--- src/rtl/motor_protect_consts.svh ---
// Constants for the servo protection and current-loop parameter block
`ifndef MOTOR_PROTECT_CONSTS_SVH
`define MOTOR_PROTECT_CONSTS_SVH
`define BW_MIN_HZ        16'd1
`define BW_MAX_HZ        16'd4000
`define BW_RESET_HZ      16'd2000
`define GAIN_MAX_PCT     7'd100
`define GAIN_RESET_PCT   7'd50
`define MASTER_RESET_PCT 7'd100
`define CUR_W            16
`define TMR_W            24
`define FOLD_RATE_W      8
`endif

--- src/rtl/motor_protect_pkg.sv ---
// Types for the servo protection block
package motor_protect_pkg;
  typedef enum logic [1:0] {
    MODE_CURRENT  = 2'b00,
    MODE_VELOCITY = 2'b01,
    MODE_POSITION = 2'b10
  } drive_mode_t;
endpackage

--- src/rtl/motor_protect.sv ---
// Servo drive protection and current-loop parameter holding logic
`timescale 1ns/1ps
`include "motor_protect_consts.svh"
module motor_protect
  import motor_protect_pkg::*;
#(
  parameter int CUR_W = `CUR_W,
  parameter int TMR_W = `TMR_W
) (
  input  wire logic                MCLK_I,
  input  wire logic                RST_I,
  input  wire logic                ENABLE_I,
  input  wire logic                DRIVE_RESET_I,
  input  wire logic                PARAM_WR_I,
  input  wire logic [15:0]         BW_HZ_I,
  input  wire logic [6:0]          KP_PCT_I,
  input  wire logic [6:0]          KI_PCT_I,
  input  wire logic [6:0]          MASTER_PCT_I,
  input  wire drive_mode_t         MODE_I,
  input  wire logic [CUR_W-1:0]    CUR_LIMIT_I,
  input  wire logic [CUR_W-1:0]    CUR_MAX_I,
  input  wire logic [CUR_W-1:0]    OVERSPEED_I,
  input  wire logic [CUR_W-1:0]    FOLLOW_LIMIT_I,
  input  wire logic [CUR_W-1:0]    LS_TRIP_CUR_I,
  input  wire logic [TMR_W-1:0]    LS_TRIP_TIME_I,
  input  wire logic                FOLD_EN_I,
  input  wire logic [CUR_W-1:0]    FOLD_TRIP_CUR_I,
  input  wire logic [7:0]          FOLD_RATE_I,
  input  wire logic [CUR_W-1:0]    MOT_ALLOW_CUR_I,
  input  wire logic [CUR_W-1:0]    DRV_ALLOW_CUR_I,
  input  wire logic [TMR_W-1:0]    MOT_ALLOW_TIME_I,
  input  wire logic [TMR_W-1:0]    DRV_ALLOW_TIME_I,
  input  wire logic [CUR_W-1:0]    CUR_CMD_I,
  input  wire logic [CUR_W-1:0]    CUR_MEAS_I,
  input  wire logic [CUR_W-1:0]    VEL_MEAS_I,
  input  wire logic [CUR_W-1:0]    FOLLOW_ERR_I,
  output logic                     PARAM_REJ_O,
  output logic [15:0]              BW_HZ_O,
  output logic [13:0]              KP_EFF_O,
  output logic [13:0]              KI_EFF_O,
  output logic [CUR_W-1:0]         CUR_OUT_O,
  output logic [CUR_W-1:0]         CUR_LIM_EFF_O,
  output logic                     DRIVE_ON_O,
  output logic                     OVERSPEED_O,
  output logic                     FOLLOW_FAULT_O,
  output logic                     LS_FAULT_O,
  output logic                     FOLD_ACTIVE_O,
  output logic [CUR_W-1:0]         TE_CUR_O,
  output logic [TMR_W-1:0]         TE_TIME_O
);
  // Widths outside this span break the packed state and the comparators
  if (CUR_W < 8 || CUR_W > 32 || TMR_W < 4 || TMR_W > 32) begin : width_check
    $error("motor_protect: unsupported width");
  end

  typedef struct packed {
    logic [15:0]      bw;
    logic [6:0]       kp;
    logic [6:0]       ki;
    logic [6:0]       mg;
    logic             rej;
    logic [13:0]      kp_eff;
    logic [13:0]      ki_eff;
    logic [CUR_W-1:0] cur_out;
    logic [CUR_W-1:0] lim_eff;
    logic             drive_on;
    logic             ovs;
    logic             ffault;
    logic             lsfault;
    logic             fold;
    logic [TMR_W-1:0] ls_tmr;
    logic [7:0]       fold_cnt;
    logic [CUR_W-1:0] te_cur;
    logic [TMR_W-1:0] te_time;
    logic [1:0]       en_s;
    logic [1:0]       rst_s;
  } state_t;

  state_t s_q;
  state_t s_d;

  // Fold back usable only when checked and below the configured limit
  function automatic logic fold_ok(input logic en, input logic [CUR_W-1:0] trip,
                                   input logic [CUR_W-1:0] lim);
    fold_ok = en && (trip < lim);
  endfunction

  function automatic logic [CUR_W-1:0] min_cur(input logic [CUR_W-1:0] a,
                                               input logic [CUR_W-1:0] b);
    min_cur = (a < b) ? a : b;
  endfunction

  logic [CUR_W-1:0] lim_cfg;
  logic             fold_on;
  logic [CUR_W:0]   ramp;

  always_comb begin
    s_d = s_q;
    s_d.en_s  = {s_q.en_s[0], ENABLE_I};
    s_d.rst_s = {s_q.rst_s[0], DRIVE_RESET_I};
    // Parameters only while disabled; out-of-range values refused whole
    s_d.rej = 1'b0;
    if (PARAM_WR_I) begin
      if (s_q.drive_on || BW_HZ_I < `BW_MIN_HZ || BW_HZ_I > `BW_MAX_HZ ||
          KP_PCT_I > `GAIN_MAX_PCT || KI_PCT_I > `GAIN_MAX_PCT ||
          MASTER_PCT_I > `GAIN_MAX_PCT) begin
        s_d.rej = 1'b1;
      end else begin
        s_d.bw = BW_HZ_I;
        s_d.kp = KP_PCT_I;
        s_d.ki = KI_PCT_I;
        s_d.mg = MASTER_PCT_I;
      end
    end
    s_d.kp_eff = 14'(s_q.kp * s_q.mg);
    s_d.ki_eff = 14'(s_q.ki * s_q.mg);

    lim_cfg = min_cur(CUR_LIMIT_I, CUR_MAX_I);
    fold_on = fold_ok(FOLD_EN_I, FOLD_TRIP_CUR_I, lim_cfg);
    ramp = '0;
    s_d.fold = fold_on && (CUR_MEAS_I > FOLD_TRIP_CUR_I);
    s_d.fold_cnt = s_q.fold_cnt + 8'h01;
    if (!s_d.fold) begin
      s_d.lim_eff = lim_cfg;
      s_d.fold_cnt = 8'h00;
    end else begin
      if (s_q.lim_eff > lim_cfg) begin
        s_d.lim_eff = lim_cfg;
      end else if (s_q.fold_cnt >= FOLD_RATE_I) begin
        s_d.fold_cnt = 8'h00;
        ramp = {1'b0, s_q.lim_eff} - {{CUR_W{1'b0}}, 1'b1};
        s_d.lim_eff = (s_q.lim_eff > FOLD_TRIP_CUR_I) ? ramp[CUR_W-1:0]
                                                       : FOLD_TRIP_CUR_I;
      end
    end

    // Low-speed breaker: up by one, down by two, floor at zero
    if (CUR_MEAS_I > LS_TRIP_CUR_I) begin
      if (s_q.ls_tmr != {TMR_W{1'b1}}) s_d.ls_tmr = s_q.ls_tmr + 1'b1;
    end else if (CUR_MEAS_I < LS_TRIP_CUR_I) begin
      s_d.ls_tmr = (s_q.ls_tmr > TMR_W'(2)) ? s_q.ls_tmr - TMR_W'(2)
                                            : '0;
    end
    // Drive reset clears; a fault arising in the same cycle wins
    if (s_q.rst_s[1]) begin
      s_d.lsfault = 1'b0;
      s_d.ffault  = 1'b0;
      s_d.ls_tmr  = '0;
    end
    if (s_q.ls_tmr > LS_TRIP_TIME_I) s_d.lsfault = 1'b1;
    if (MODE_I == MODE_POSITION && FOLLOW_ERR_I > FOLLOW_LIMIT_I) s_d.ffault = 1'b1;
    s_d.ovs = VEL_MEAS_I > OVERSPEED_I;
    s_d.drive_on = s_q.en_s[1] && !s_d.lsfault && !s_d.ffault && !s_d.ovs;
    // New limit, so a lowered limit never lets one cycle of excess through
    s_d.cur_out = !s_q.drive_on ? '0 : min_cur(CUR_CMD_I, s_d.lim_eff);

    // Prediction figures from zero start; motor and drive figures supplied
    s_d.te_cur  = min_cur(MOT_ALLOW_CUR_I, DRV_ALLOW_CUR_I);
    s_d.te_time = (MOT_ALLOW_TIME_I < DRV_ALLOW_TIME_I) ? MOT_ALLOW_TIME_I
                                                        : DRV_ALLOW_TIME_I;
  end

  always_ff @(posedge MCLK_I or posedge RST_I) begin
    if (RST_I) begin
      s_q <= '0;
      s_q.bw <= `BW_RESET_HZ;
      s_q.kp <= `GAIN_RESET_PCT;
      s_q.ki <= `GAIN_RESET_PCT;
      s_q.mg <= `MASTER_RESET_PCT;
    end else begin
      s_q <= s_d;
    end
  end

  assign PARAM_REJ_O    = s_q.rej;
  assign BW_HZ_O        = s_q.bw;
  assign KP_EFF_O       = s_q.kp_eff;
  assign KI_EFF_O       = s_q.ki_eff;
  assign CUR_OUT_O      = s_q.cur_out;
  assign CUR_LIM_EFF_O  = s_q.lim_eff;
  assign DRIVE_ON_O     = s_q.drive_on;
  assign OVERSPEED_O    = s_q.ovs;
  assign FOLLOW_FAULT_O = s_q.ffault;
  assign LS_FAULT_O     = s_q.lsfault;
  assign FOLD_ACTIVE_O  = s_q.fold;
  assign TE_CUR_O       = s_q.te_cur;
  assign TE_TIME_O      = s_q.te_time;

  param_lock_a: assert property (@(posedge MCLK_I) disable iff (RST_I)
    PARAM_WR_I && s_q.drive_on |=> s_q.rej && $stable(s_q.bw))
    else $error("parameter taken while enabled");
  bw_range_a: assert property (@(posedge MCLK_I) disable iff (RST_I)
    s_q.bw >= `BW_MIN_HZ && s_q.bw <= `BW_MAX_HZ)
    else $error("bandwidth out of range");
  gain_range_a: assert property (@(posedge MCLK_I) disable iff (RST_I)
    s_q.kp <= `GAIN_MAX_PCT && s_q.ki <= `GAIN_MAX_PCT)
    else $error("gain above hundred percent");
  master_scale_a: assert property (@(posedge MCLK_I) disable iff (RST_I)
    !$past(RST_I) |-> s_q.kp_eff == 14'($past(s_q.kp) * $past(s_q.mg)))
    else $error("master gain not applied");
  cur_clamp_a: assert property (@(posedge MCLK_I) disable iff (RST_I)
    s_q.cur_out <= s_q.lim_eff && s_q.cur_out <= $past(CUR_MAX_I) || $rose(s_q.drive_on))
    else $error("output current over limit");
  overspeed_off_a: assert property (@(posedge MCLK_I) disable iff (RST_I)
    VEL_MEAS_I > OVERSPEED_I |=> !s_q.drive_on ##1 s_q.cur_out == '0)
    else $error("drive on while overspeed");
  follow_mode_a: assert property (@(posedge MCLK_I) disable iff (RST_I)
    $rose(s_q.ffault) |-> $past(MODE_I) == MODE_POSITION)
    else $error("following fault outside position mode");
  ls_up_a: assert property (@(posedge MCLK_I) disable iff (RST_I)
    CUR_MEAS_I > LS_TRIP_CUR_I && !s_q.rst_s[1] && s_q.ls_tmr != {TMR_W{1'b1}}
    |=> s_q.ls_tmr == $past(s_q.ls_tmr) + 1'b1)
    else $error("breaker timer did not advance");
  ls_down_a: assert property (@(posedge MCLK_I) disable iff (RST_I)
    CUR_MEAS_I < LS_TRIP_CUR_I && !s_q.rst_s[1] && s_q.ls_tmr > TMR_W'(2)
    |=> s_q.ls_tmr == $past(s_q.ls_tmr) - TMR_W'(2))
    else $error("breaker timer not reduced by two");
  ls_latch_a: assert property (@(posedge MCLK_I) disable iff (RST_I)
    s_q.lsfault && !s_q.rst_s[1] |=> s_q.lsfault)
    else $error("low-speed fault dropped without reset");
  fold_off_a: assert property (@(posedge MCLK_I) disable iff (RST_I)
    !FOLD_EN_I |=> !s_q.fold)
    else $error("fold back active while disabled");
  fold_recover_a: assert property (@(posedge MCLK_I) disable iff (RST_I)
    !s_q.fold |-> s_q.lim_eff == $past(min_cur(CUR_LIMIT_I, CUR_MAX_I)) || $past(RST_I))
    else $error("fold back limit did not recover");
  te_min_a: assert property (@(posedge MCLK_I) disable iff (RST_I)
    ##1 s_q.te_cur <= $past(MOT_ALLOW_CUR_I) && s_q.te_cur <= $past(DRV_ALLOW_CUR_I))
    else $error("thermal limit not the smaller");
  ls_floor_a: assert property (@(posedge MCLK_I) disable iff (RST_I)
    s_q.ls_tmr <= TMR_W'(2) && CUR_MEAS_I < LS_TRIP_CUR_I |=> s_q.ls_tmr == '0)
    else $error("breaker timer wrapped");

  fold_seen_c:  cover property (@(posedge MCLK_I) disable iff (RST_I) $rose(s_q.fold));
  ls_trip_c:    cover property (@(posedge MCLK_I) disable iff (RST_I) $rose(s_q.lsfault));
  follow_c:     cover property (@(posedge MCLK_I) disable iff (RST_I) $rose(s_q.ffault));
  param_ok_c:   cover property (@(posedge MCLK_I) disable iff (RST_I)
    PARAM_WR_I && !s_q.drive_on ##1 !s_q.rej);
endmodule

--- config.mk ---
export PLATFORM = sky130hd
export DESIGN_NAME = motor_protect
export DESIGN_NICKNAME = d
export VERILOG_FILES = /design/src/rtl/motor_protect_pkg.sv /design/src/rtl/motor_protect.sv
export VERILOG_INCLUDE_DIRS = /design/src /design/src/rtl
export SDC_FILE = /design/constraint.sdc
export NUM_CORES = 1
export LEC_CHECK = 0
export BUFFER_PORTS_ARGS = -buffer_cell sky130_fd_sc_hd__buf_2
export CAP_MARGIN = 15
export CORE_ASPECT_RATIO = 0.5
export CORE_MARGIN = 8
export CORE_UTILIZATION = 55
export CTS_BUF_LIST = sky130_fd_sc_hd__clkbuf_16
export CTS_CLUSTER_SIZE = 12
export DETAILED_ROUTE_END_ITERATION = 10
export PLACE_DENSITY = 0.82
export SLEW_MARGIN = 15
export SYNTH_ARGS = -nofsm -noshare
export SYNTH_HDL_FRONTEND = slang
export SYNTH_SLANG_ARGS = --single-unit
--- constraint.sdc ---
create_clock -name MCLK_I -period 7.5 [get_ports MCLK_I]
set_input_delay 1.5 -clock MCLK_I [delete_from_list [all_inputs] [get_ports MCLK_I]]
set_output_delay 1.5 -clock MCLK_I [all_outputs]
set_load 0.01 [all_outputs]
==> key figures, run 1 <==
Timing
  – Final setup viols: 0
  – Tmin final: 7.05 ns
  – Actual slew at the worst max-slew pin: 1.10 ns
  – Maximum clock rate: 0.142 GHz
  – Slew margin rel.: 0.266
  – Final worst-path cycle share: 0.940
  – Final hold vios: 0
  – Unrepaired setup endpoints after global routing: false
  – Worst hold margin: 0.351 ns
  – Setup_tns: 0 ns
  – PnR worst setup slack: 0.450 ns
  – Final Max Tran Viols: 0
  – Clock Skew: 0.0187 ns

Synthesis
  – Cells after Synth: 1957
  – Area leader, netlist: dfrtp_1
  – Synth warnings: 0
  – Synth Net Count: 2599
  – Largest cells by area after synthesis: dfrtp_1 (23%), ha_1 (20%), fa_1 (5.4%), inv_1 (5.3%), buf_4 (5.0%)
  – Synth cell count leaders: ha_1 (277), inv_1 (251), dfrtp_1 (164), nand2_1 (152), buf_4 (118)
  – Post-synthesis sequential element count: 179
  – Share of the synthesized area in the top cell type: 0.232
  – Mean Syn Cell Area: 9.05 um2
  – Count leader, synth: ha_1
  – Top_reg_cell synth: dfrtp_1
  – Post-synthesis cell type count: 85
  – Post-synth ARST share: 1.00
  – Post-synth EDFFs: 0
  – Seq/Total Area, Yosys: 0.254
  – Netlist Area Pre-Place: 17700 um2

Cells and area
  – Multi-input gate area: 11200 um2
  – Post-Layout Cell Count: 2728
  – Layout cells sized above 1: 0.272
  – Nets: 2919
  – Fillers: 2593
  – Reg area: 4500 um2
  – Synth-to-layout area growth: 14.5%

Pwr
  – Psw: 1.94 mW
  – Pint: 2.65 mW
  – Total power: 4.59 mW
  – P_leak: 11.2 nW
  – Switching part of the total: 0.422
  – Power Dens Cells: 226 nW/um2
  – Comb pwr share: 0.467
  – VDD IR max: 195 uV
  – Reg power frac: 0.327
  – Clock Power Share: 0.206

Global route
  – First-pass GRT wire length: 81900 um
  – Gr usage total: 0.261
  – Largest net degree at the start of global routing: 109
  – Initial antenna violation count: 10
  – Vias in the first global route: 15595
  – Final global-route overflow total: 0

Clock network
  – Clk sink count: 179
  – Hold Buf Count CTS: 0
  – CTS Buf Count: 17
  – Clock latency at the later pin of the worst-skew pair: 0.45 ns
  – CTS clock-pin slew for the worst setup and hold paths: 0.08 ns
  – Post-CTS Resized: 0
  – Worst-case clock buffer depth: 2
  – H-tree lvl count: 4
  – Postcts setup bufs: 0
  – Root Driver: clkbuf_16
  – CTS tree: done

Floorplanning
  – Site row count: 46
  – Die Width: 270 um
  – Core area: 31700 um2
  – Initial Util: 0.559
  – # IOs: 439
  – Die H: 143 um
  – Die Footprint: 38600 um2

Place
  – Detail Placement HPWL: 41900 um
  – Placed insts: 2690
  – # port buffers: 438
  – Gpl congestion: 0.966
  – Pre-CTS WS: -0.00600 ns

Worst setup path
  – Required @ worst endpoint: 7.84 ns
  – WP data arrival: 7.39 ns
  – Worst reg-to-reg setup slack: 2.33 ns
  – Worst-path maximum fanout: 38
  – Critical path's slowest cell: a2111oi_2
  – Critical path's top delay family: compound AO/OA/AOI/OAI gates
  – Crit start category: input pin
  – CP Capture Type: register
  – CP bufs+invs: 5
  – Setup CP Type: in -> reg
  – Critical Path Max Stage Delay: 0.38 ns

Drt
  – Initial DRC Count: 1133
  – Vias per cell: 5.60
  – Post-Route WL: 51500 um
  – Via count: 15287
  – Remaining DRCs: 0
  – Drt pass-1 iters: 5
  – Routed wire per std cell: 18.9 um
  – Final antenna-violating net count: 0

Status
  – Outcome: finished, final reports clean

Job
  – MaxCap Viol Count: 0

Hold path
  – Hold Path Class: reg -> reg
-- per-layer routing --
metal,vias up,routed length [um],global-route usage
li1,7387,-,-
met1,7267,21000,0.313
met2,537,26000,0.464
met3,86,3420,0.0623
met4,10,1120,0.0832
met5,-,54,0
-- power groups by stage --
stage	combinational, mW	sequential (mW)	clock, mW
finish	2.14	1.50	0.948
global route	2.41	1.53	1.01
CTS	2.14	1.49	0.972
detailed placement	2.12	1.50	0
global placement	2.06	1.50	0
floorplan	1.71	1.36	0
-- logic make-up (layout without fill, tap and decap cells) --
family                     count (synthesis)  after routing  synth area share
adders and majority gates                326            326             0.251
DFF                                      179            179             0.254
muxes                                    119            119            0.0735
buffers and inverters                    419            752             0.115
xor gates and xnor gates                  30             30            0.0148
other                                      0              6                 0
and+or+nand+nor                          501            501             0.144
AOI/OAI and AO/OA                        383            383             0.148
-- sequential cells by signal, summed over array words and instances (netlist names), 14 cells and up --
| register | count |
|---|---|
| BW_HZ_O | 16 |
| CUR_LIM_EFF_O | 16 |
| CUR_OUT_O | 16 |
| TE_TIME_O | 24 |
| s_q | 55 |
| TE_CUR_O | 16 |
| KP_EFF_O | 14 |
| KI_EFF_O | 14 |
-- placed cells by master (no fill, tap or decap), types with 8 or more instances in the layout --
master       n
a211oi_1    11
a21o_1      74
a21oi_1     95
a31oi_1     19
and2_1      51
and3_1      15
buf_2      438
buf_4       29
clkbuf_16   17
dfrtp_1    164
dfstp_2     15
fa_1        48
ha_1       277
inv_1      250
mux2_2      78
mux2i_1     39
nand2_1    152
nand2b_1    15
nand3_1     30
nand4_1     41
nor2_1      93
nor2b_1     17
nor3_1      22
nor4_1      16
o211ai_1    10
o21a_1      33
o21ai_0     42
o22ai_1     14
or3_1       11
xnor2_1     22
xor2_1       8
-- through the flow --
step | utilization | instance area, um2
after floorplan | - | 17700
after global placement | 0.619 | 19600
after detailed placement | 0.619 | 19600
after CTS | 0.638 | 20200
after global routing | 0.639 | 20300
final | 0.639 | 20300
-- path summary, 6_finish.rpt --
kind	to	from	cells after the start
min in group asynchronous	TE_CUR_O[1]$_DFF_PP0_	RST_I	2
max reg2reg	CUR_OUT_O[1]$_DFF_PP0_	CUR_LIM_EFF_O[12]$_DFF_PP0_	20
max	CUR_OUT_O[1]$_DFF_PP0_	CUR_LIMIT_I[6]	29
min	s_q[1]$_DFF_PP0_	s_d[1]$_DFF_PP0_	0
max in group asynchronous	KP_EFF_O[4]$_DFF_PP0_	RST_I	3
min reg2reg	s_q[1]$_DFF_PP0_	s_d[1]$_DFF_PP0_	0
-- worst reg2reg max path, cell delays in order, from the launching register on --
cell and delay, ns:
dfrtp_1 0.51, ha_1 0.35, nand4_1 0.25, a2111oi_4 0.29
o21ai_2 0.12, a21oi_4 0.87, o31a_1 0.26, o21ai_0 0.07
o21a_1 0.14, mux2i_1 0.23, inv_1 0.08, ha_1 0.20
a21oi_1 0.16, nor2b_1 0.06, o21ai_0 0.15, nand2b_1 0.12
a2111oi_2 0.34, o211ai_1 0.20, o211ai_4 0.24, buf_12 0.21
mux2i_1 0.24
-- layout make-up --
type                    count  share of cell area
clock buffers              17              0.0210
flip-flops and latches    179               0.222
well taps                 432              0.0267
diodes                      6            0.000740
multi-input cells        1359               0.553
repair buffers            469               0.121
clock inverters            15             0.00907
inverters                 251              0.0468
(Power assumes the default switching activity.)
==> run 2: changes to the inputs <==
==> constraint.sdc (replaced) <==
create_clock -name MCLK_I -period 7.5 [get_ports MCLK_I]
set_input_delay 1.875 -clock MCLK_I [delete_from_list [all_inputs] [get_ports MCLK_I]]
set_output_delay 1.875 -clock MCLK_I [all_outputs]
set_load 0.01 [all_outputs]
==> run 2 against run 1 <==
  * Global-route usage increased by 0.56 points
  * Highest routed layer unchanged
  * Routed wire length increased by 4.5%
  * Register-to-register slack improved by 0.10 ns
  * Worst setup slack got worse by 0.25 ns
  * Cell count increased by 1.8%
  * Core utilization increased by 2.1 points
  * Largest power group unchanged
  * Count of clock-buffer cells in the layout unchanged
  * Combinational power increased by 6%
==> key figures, run 2 (synthesis gave the netlist of run 1 again) <==
Status
  – Outcome: finished, final reports clean (unchanged)

Pwr
  – Power Dens Cells: 225 nW/um2 (was 226 nW/um2)
  – VDD IR max: 222 uV (was 195 uV)
  – P_leak: 11.5 nW (was 11.2 nW)
  – Total power: 4.72 mW (was 4.59 mW)

Job
  – MaxCap Viol Count: 0 (unchanged)

Clock network
  – Root Driver: clkbuf_16 (unchanged)
  – Hold Buf Count CTS: 0 (unchanged)
  – CTS clock-pin slew for the worst setup and hold paths: 0.08 ns (about the same)
  – CTS tree: done (unchanged)
  – Worst-case clock buffer depth: 2 (unchanged)
  – Clk sink count: 179 (unchanged)
  – Clock latency at the later pin of the worst-skew pair: 0.46 ns (was 0.45 ns)
  – CTS Buf Count: 17 (unchanged)
  – H-tree lvl count: 4 (unchanged)

Cells and area
  – Nets: 2969 (was 2919)
  – Synth-to-layout area growth: 18.2% (was 14.5%)
  – Commonest non-fill, non-tap cells in the layout: buf_2 (438), ha_1 (274), inv_1 (249), dfrtp_1 (164), nand2_1 (151) (was buf_2 (438), ha_1 (277), inv_1 (250), dfrtp_1 (164), nand2_1 (152))
  – Layout cells sized above 1: 0.300 (was 0.272)
  – Largest Register: s_q (unchanged)
  – Max FFs per register: 55 (unchanged)
  – Fillers: 2497 (was 2593)
  – Commonest non-fill, non-tap cell in the layout: buf_2 (unchanged)
  – Post-Layout Cell Count: 2776 (was 2728)

Worst setup path
  – Worst r2r dst: CUR_OUT_O[4]$_DFF_PP0_ (was CUR_OUT_O[1]$_DFF_PP0_)
  – Crit start category: input pin (unchanged)
  – Critical Path Max Stage Delay: 0.38 ns (about the same)
  – Reg-to-Reg Start: CUR_LIM_EFF_O[0]$_DFF_PP0_ (was CUR_LIM_EFF_O[12]$_DFF_PP0_)
  – Worst-path maximum fanout: 7 (was 38)
  – Worst r2r path cells: 18 (was 20)
  – CP bufs+invs: 9 (was 5)
  – WP data arrival: 7.69 ns (was 7.39 ns)
  – Worst reg-to-reg setup slack: 2.43 ns (was 2.33 ns)
  – CP Capture Type: register (unchanged)
  – Required @ worst endpoint: 7.88 ns (was 7.84 ns)
  – Critical path's top delay family: compound AO/OA/AOI/OAI gates (unchanged)
  – Setup CP Type: in -> reg (unchanged)
  – Critical path's slowest cell: o31ai_2 (was a2111oi_2)

Drt
  – Vias per cell: 5.70 (was 5.60)
  – Final antenna-violating net count: 0 (unchanged)
  – Remaining DRCs: 0 (unchanged)
  – Post-Route WL: 53900 um (was 51500 um)
  – Routed wire per std cell: 19.4 um (was 18.9 um)
  – Drt pass-1 iters: 5 (unchanged)
  – Initial DRC Count: 1210 (was 1133)
  – Via count: 15826 (was 15287)

Floorplanning
  – Die H: 143 um (unchanged)
  – Initial Util: 0.559 (unchanged)
  – Site row count: 46 (unchanged)
  – Die Width: 270 um (unchanged)
  – Core area: 31700 um2 (unchanged)
  – Die Footprint: 38600 um2 (unchanged)
  – # IOs: 439 (unchanged)

Timing
  – Slew margin rel.: 0.291 (was 0.266)
  – Final hold vios: 0 (unchanged)
  – Final worst-path cycle share: 0.974 (was 0.940)
  – Final Max Tran Viols: 0 (unchanged)
  – Worst hold margin: 0.359 ns (was 0.351 ns)
  – PnR worst setup slack: 0.198 ns (was 0.450 ns)
  – Tmin final: 7.30 ns (was 7.05 ns)
  – Clock Skew: 0.0143 ns (was 0.0187 ns)
  – Final setup viols: 0 (unchanged)
  – Maximum clock rate: 0.137 GHz (was 0.142 GHz)
  – Actual slew at the worst max-slew pin: 1.06 ns (was 1.10 ns)

Hold path
  – Worst Hold End: s_q[1]$_DFF_PP0_ (unchanged)
  – Hold Path Depth: 0 (unchanged)
  – Min-delay src: s_d[1]$_DFF_PP0_ (unchanged)
  – Hold Path Class: reg -> reg (unchanged)

Global route
  – Largest net degree at the start of global routing: 116 (was 109)
  – Gr usage total: 0.267 (was 0.261)
  – Initial antenna violation count: 10 (unchanged)
  – First-pass GRT wire length: 83300 um (was 81900 um)
  – Final global-route overflow total: 0 (unchanged)
  – Vias in the first global route: 16256 (was 15595)

Place
  – Detail Placement HPWL: 43500 um (was 41900 um)
  – Gpl congestion: 0.984 (was 0.966)
  – Placed insts: 2730 (was 2690)
  – # port buffers: 438 (unchanged)
  – Pre-CTS WS: -0.445 ns (was -0.00600 ns)
## run 2: layout make-up
class	instances	area (um2)	share of cell area
multi-input cells	1359	11400	0.545
flip-flops and latches	179	4500	0.215
repair buffers	519	2910	0.139
inverters	251	950	0.0453
well taps	432	541	0.0258
clock buffers	17	425	0.0203
clock inverters	15	196	0.00938
diodes	4	10.0	0.000478
## run 2: through the flow
step / utilization / instance area (um2) / TNS (ns)
2_1_floorplan: - / 17800 / 0
3_3_place_gp: 0.629 / 20000 / -3.66
3_5_place_dp: 0.629 / 20000 / -6.79
4_1_cts: 0.649 / 20600 / 0
5_1_grt: 0.660 / 20900 / -0.205
6_report: 0.660 / 20900 / 0
## run 2: worst max path at each step
stage	startpoint	to	cells after the start
2_1_floorplan	CUR_MAX_I[9]	CUR_OUT_O[11]$_DFF_PP0_	32
3_3_place_gp	CUR_MAX_I[1]	CUR_OUT_O[3]$_DFF_PP0_	29
3_5_place_dp	CUR_MAX_I[1]	CUR_OUT_O[15]$_DFF_PP0_	30
4_1_cts	CUR_MAX_I[1]	CUR_OUT_O[10]$_DFF_PP0_	29
5_1_grt	CUR_MAX_I[13]	CUR_OUT_O[12]$_DFF_PP0_	32
6_report	CUR_MAX_I[6]	CUR_OUT_O[4]$_DFF_PP0_	32
## run 2: per-layer routing
layer  vias up  part of all wire  GRT usage
met5         -            0.0013          0
met4        12             0.043      0.124
met3       165             0.077     0.0708
met2       665              0.49      0.464
met1      7528              0.39      0.308
li1       7456                 -          -
## run 2: worst reg2reg max path, cell delays in order (launching register included)
cell,delay [ns]
dfrtp_1,0.46
inv_1,0.23
ha_1,0.25
or3b_1,0.39
or3_4,0.38
or3_1,0.42
or3_4,0.37
or3_1,0.33
a21oi_1,0.15
o22ai_1,0.17
mux2i_4,0.23
inv_1,0.07
ha_1,0.29
a21o_1,0.17
a21oi_2,0.21
o211ai_1,0.19
o211ai_4,0.31
clkbuf_16,0.22
mux2i_1,0.18
## run 2: power by group
group          internal [mW]  switching, mW
registers               1.19          0.312
logic                   1.04           1.23
clock network          0.481          0.464
total                   2.71           2.01
## run 2: repair_timing
item,in CTS,in global routing
resized for setup,0,44
setup buffers,0,7
setup endpoints to repair,0,16
==> run 3: changes to the inputs <==
- CELL_PAD_IN_SITES_DETAIL_PLACEMENT: not set -> 1
- CELL_PAD_IN_SITES_GLOBAL_PLACEMENT: not set -> 1
- CORE_UTILIZATION: 55 -> 41
- PLACE_DENSITY: 0.82 -> not set
- PLACE_DENSITY_LB_ADDON: not set -> 0.1
==> run 3 against run 2 <==
  * Power about the same
  * Count of clock-buffer cells in the layout unchanged
  * Clock skew up 0.0053 ns
  * Largest cell class unchanged
  * Die area up 31%
  * Critical endpoint is now CUR_OUT_O[6]$_DFF_PP0_
  * Worst setup slack worse by 0.10 ns
  * Via count down 2.4%
  * Design area up 1.1%
==> key figures, run 3 (synthesis gave the netlist of run 1 again) <==
Timing
  – Actual slew at the worst max-slew pin: 1.05 ns (was 1.06 ns)
  – Maximum clock rate: 0.135 GHz (was 0.137 GHz)
  – Final hold vios: 0 (unchanged)
  – Final setup viols: 0 (unchanged)
  – Slew margin rel.: 0.298 (was 0.291)
  – Final worst-path cycle share: 0.987 (was 0.974)
  – Clock Skew: 0.0196 ns (was 0.0143 ns)
  – Tmin final: 7.41 ns (was 7.30 ns)
  – Final Max Tran Viols: 0 (unchanged)

Worst setup path
  – Worst-path maximum fanout: 7 (unchanged)
  – CP Capture Type: register (unchanged)
  – Worst reg-to-reg setup slack: 2.40 ns (was 2.43 ns)
  – Crit start category: input pin (unchanged)
  – Critical path's slowest cell: and4b_2 (was o31ai_2)
  – WP data arrival: 7.76 ns (was 7.69 ns)
  – Most Frequent Cell on Critical Path: ha_1
  – Critical Path Max Stage Delay: 0.35 ns (was 0.38 ns)
  – Setup CP Type: in -> reg (unchanged)
  – Required @ worst endpoint: 7.85 ns (was 7.88 ns)

Pwr
  – Total power: 4.72 mW (about the same)
  – Psw: 2.02 mW (was 2.01 mW)
  – Reg power frac: 0.317 (was 0.318)
  – VDD IR max: 174 uV (was 222 uV)
  – Power Dens Cells: 223 nW/um2 (was 225 nW/um2)
  – Switching part of the total: 0.427 (was 0.426)
  – Clock Power Share: 0.195 (was 0.200)
  – Comb pwr share: 0.488 (was 0.482)
  – P_leak: 11.6 nW (was 11.5 nW)
  – Pint: 2.71 mW (about the same)

Floorplanning
  – Die Footprint: 50500 um2 (was 38600 um2)
  – Core area: 42300 um2 (was 31700 um2)
  – Site row count: 53 (was 46)
  – Initial Util: 0.419 (was 0.559)
  – # IOs: 439 (unchanged)
  – Die Width: 310 um (was 270 um)
  – Die H: 163 um (was 143 um)

Clock network
  – CTS clock-pin slew for the worst setup and hold paths: 0.08 ns (about the same)
  – Root Driver: clkbuf_16 (unchanged)
  – CTS tree: done (unchanged)
  – CTS Buf Count: 17 (unchanged)
  – H-tree lvl count: 4 (unchanged)
  – Clk sink count: 179 (unchanged)
  – Worst-case clock buffer depth: 2 (unchanged)
  – Clock latency at the later pin of the worst-skew pair: 0.46 ns (about the same)

Drt
  – Remaining DRCs: 0 (unchanged)
  – Routed wire per std cell: 19.7 um (was 19.4 um)
  – Final antenna-violating net count: 0 (unchanged)
  – Initial DRC Count: 539 (was 1210)
  – Post-Route WL: 58000 um (was 53900 um)
  – Vias per cell: 5.25 (was 5.70)
  – Via count: 15449 (was 15826)
  – Drt pass-1 iters: 4 (was 5)

Place
  – Gpl congestion: 0.880 (was 0.984)
  – Placed insts: 2897 (was 2730)
  – # port buffers: 438 (unchanged)
  – Detail Placement HPWL: 47500 um (was 43500 um)

Global route
  – Initial antenna violation count: 7 (was 10)
  – Gr usage total: 0.225 (was 0.267)
  – Vias in the first global route: 16786 (was 16256)
  – Largest net degree at the start of global routing: 127 (was 116)
  – Final global-route overflow total: 0 (unchanged)
  – First-pass GRT wire length: 91100 um (was 83300 um)

Cells and area
  – Commonest non-fill, non-tap cell in the layout: buf_2 (unchanged)
  – Commonest non-fill, non-tap cells in the layout: buf_2 (438), ha_1 (274), inv_1 (250), dfrtp_1 (164), nand2_1 (152) (was buf_2 (438), ha_1 (274), inv_1 (249), dfrtp_1 (164), nand2_1 (151))
  – Post-Layout Cell Count: 2944 (was 2776)
  – Final core occ: 0.501 (was 0.660)
  – Layout cells sized above 1: 0.305 (was 0.300)
  – Max FFs per register: 55 (unchanged)
  – Synth-to-layout area growth: 19.5% (was 18.2%)
  – Nets: 2992 (was 2969)
  – Largest Register: s_q (unchanged)

Job
  – MaxCap Viol Count: 0 (unchanged)

Hold path
  – Hold Path Class: reg -> reg (unchanged)

Status
  – Outcome: finished, final reports clean (unchanged)
[run 3: power groups by stage]
| stage | registers (mW) | clock network [mW] | logic, mW |
|---|---|---|---|
| after detailed placement | 1.51 | 0 | 2.24 |
| after global placement | 1.51 | 0 | 2.20 |
| final | 1.49 | 0.922 | 2.31 |
| after floorplan | 1.36 | 0 | 1.72 |
| after CTS | 1.50 | 0.947 | 2.27 |
| after global routing | 1.54 | 0.981 | 2.58 |
[run 3: final cells by class]
class	count	area, um2
Fill cell	5171	21100
Multi-Input combinational cell	1359	11400
Sequential cell	179	4500
Timing Repair Buffer	542	3040
Inverter	251	950
Tap cell	577	722
Clock buffer	17	425
Clock inverter	15	150
Antenna cell	4	10.0
[run 3: worst max-delay path: cells and delay by family]
kind            cells  cell delay (ns)
fa+ha+maj           3             0.92
compound gates     10             2.24
mux                 2             0.50
simple gates        8             1.10
buf+inv             8             1.11
[run 3: per-layer routing]
layer	global-route usage	vias to the layer above	routed length (um)
met2	0.414	277	30000
li1	-	7501	-
met3	0.0474	78	2610
met5	0	-	32
met4	0.0672	6	1410
met1	0.261	7587	24000
[run 3: repair_timing]
item	in CTS	in global routing
buffers inserted	2	8
gates cloned	0	1
resized for setup	2	40
hold buffers	0	0
pin swaps	1	13
setup endpoints to repair	16	16
[run 3: path summary, 6_finish.rpt]
| kind | start | endpoint | cells past startpoint |
|---|---|---|---|
| max | CUR_LIMIT_I[9] | CUR_OUT_O[6]$_DFF_PP0_ | 31 |
| min | s_d[3]$_DFF_PP0_ | s_q[3]$_DFF_PP0_ | 0 |
| max reg2reg | s_q[49]$_DFF_PP0_ | CUR_OUT_O[6]$_DFF_PP0_ | 19 |
| min reg2reg | s_d[3]$_DFF_PP0_ | s_q[3]$_DFF_PP0_ | 0 |
| max in group asynchronous | RST_I | CUR_OUT_O[5]$_DFF_PP0_ | 3 |
| min in group asynchronous | RST_I | s_q[49]$_DFF_PP0_ | 2 |
[run 3: per-stage QoR]
stage	hold slack (ns)	setup WS, ns	TNS (ns)	area [um2]
global placement	0.335	-0.237	-3.71	20300
finish	0.359	0.0942	0	21200
CTS	0.364	0.00965	0	20900
global route	0.379	-0.103	-1.29	21200
floorplan	0.331	0.00439	0	17800
detailed placement	0.347	-0.533	-7.99	20300
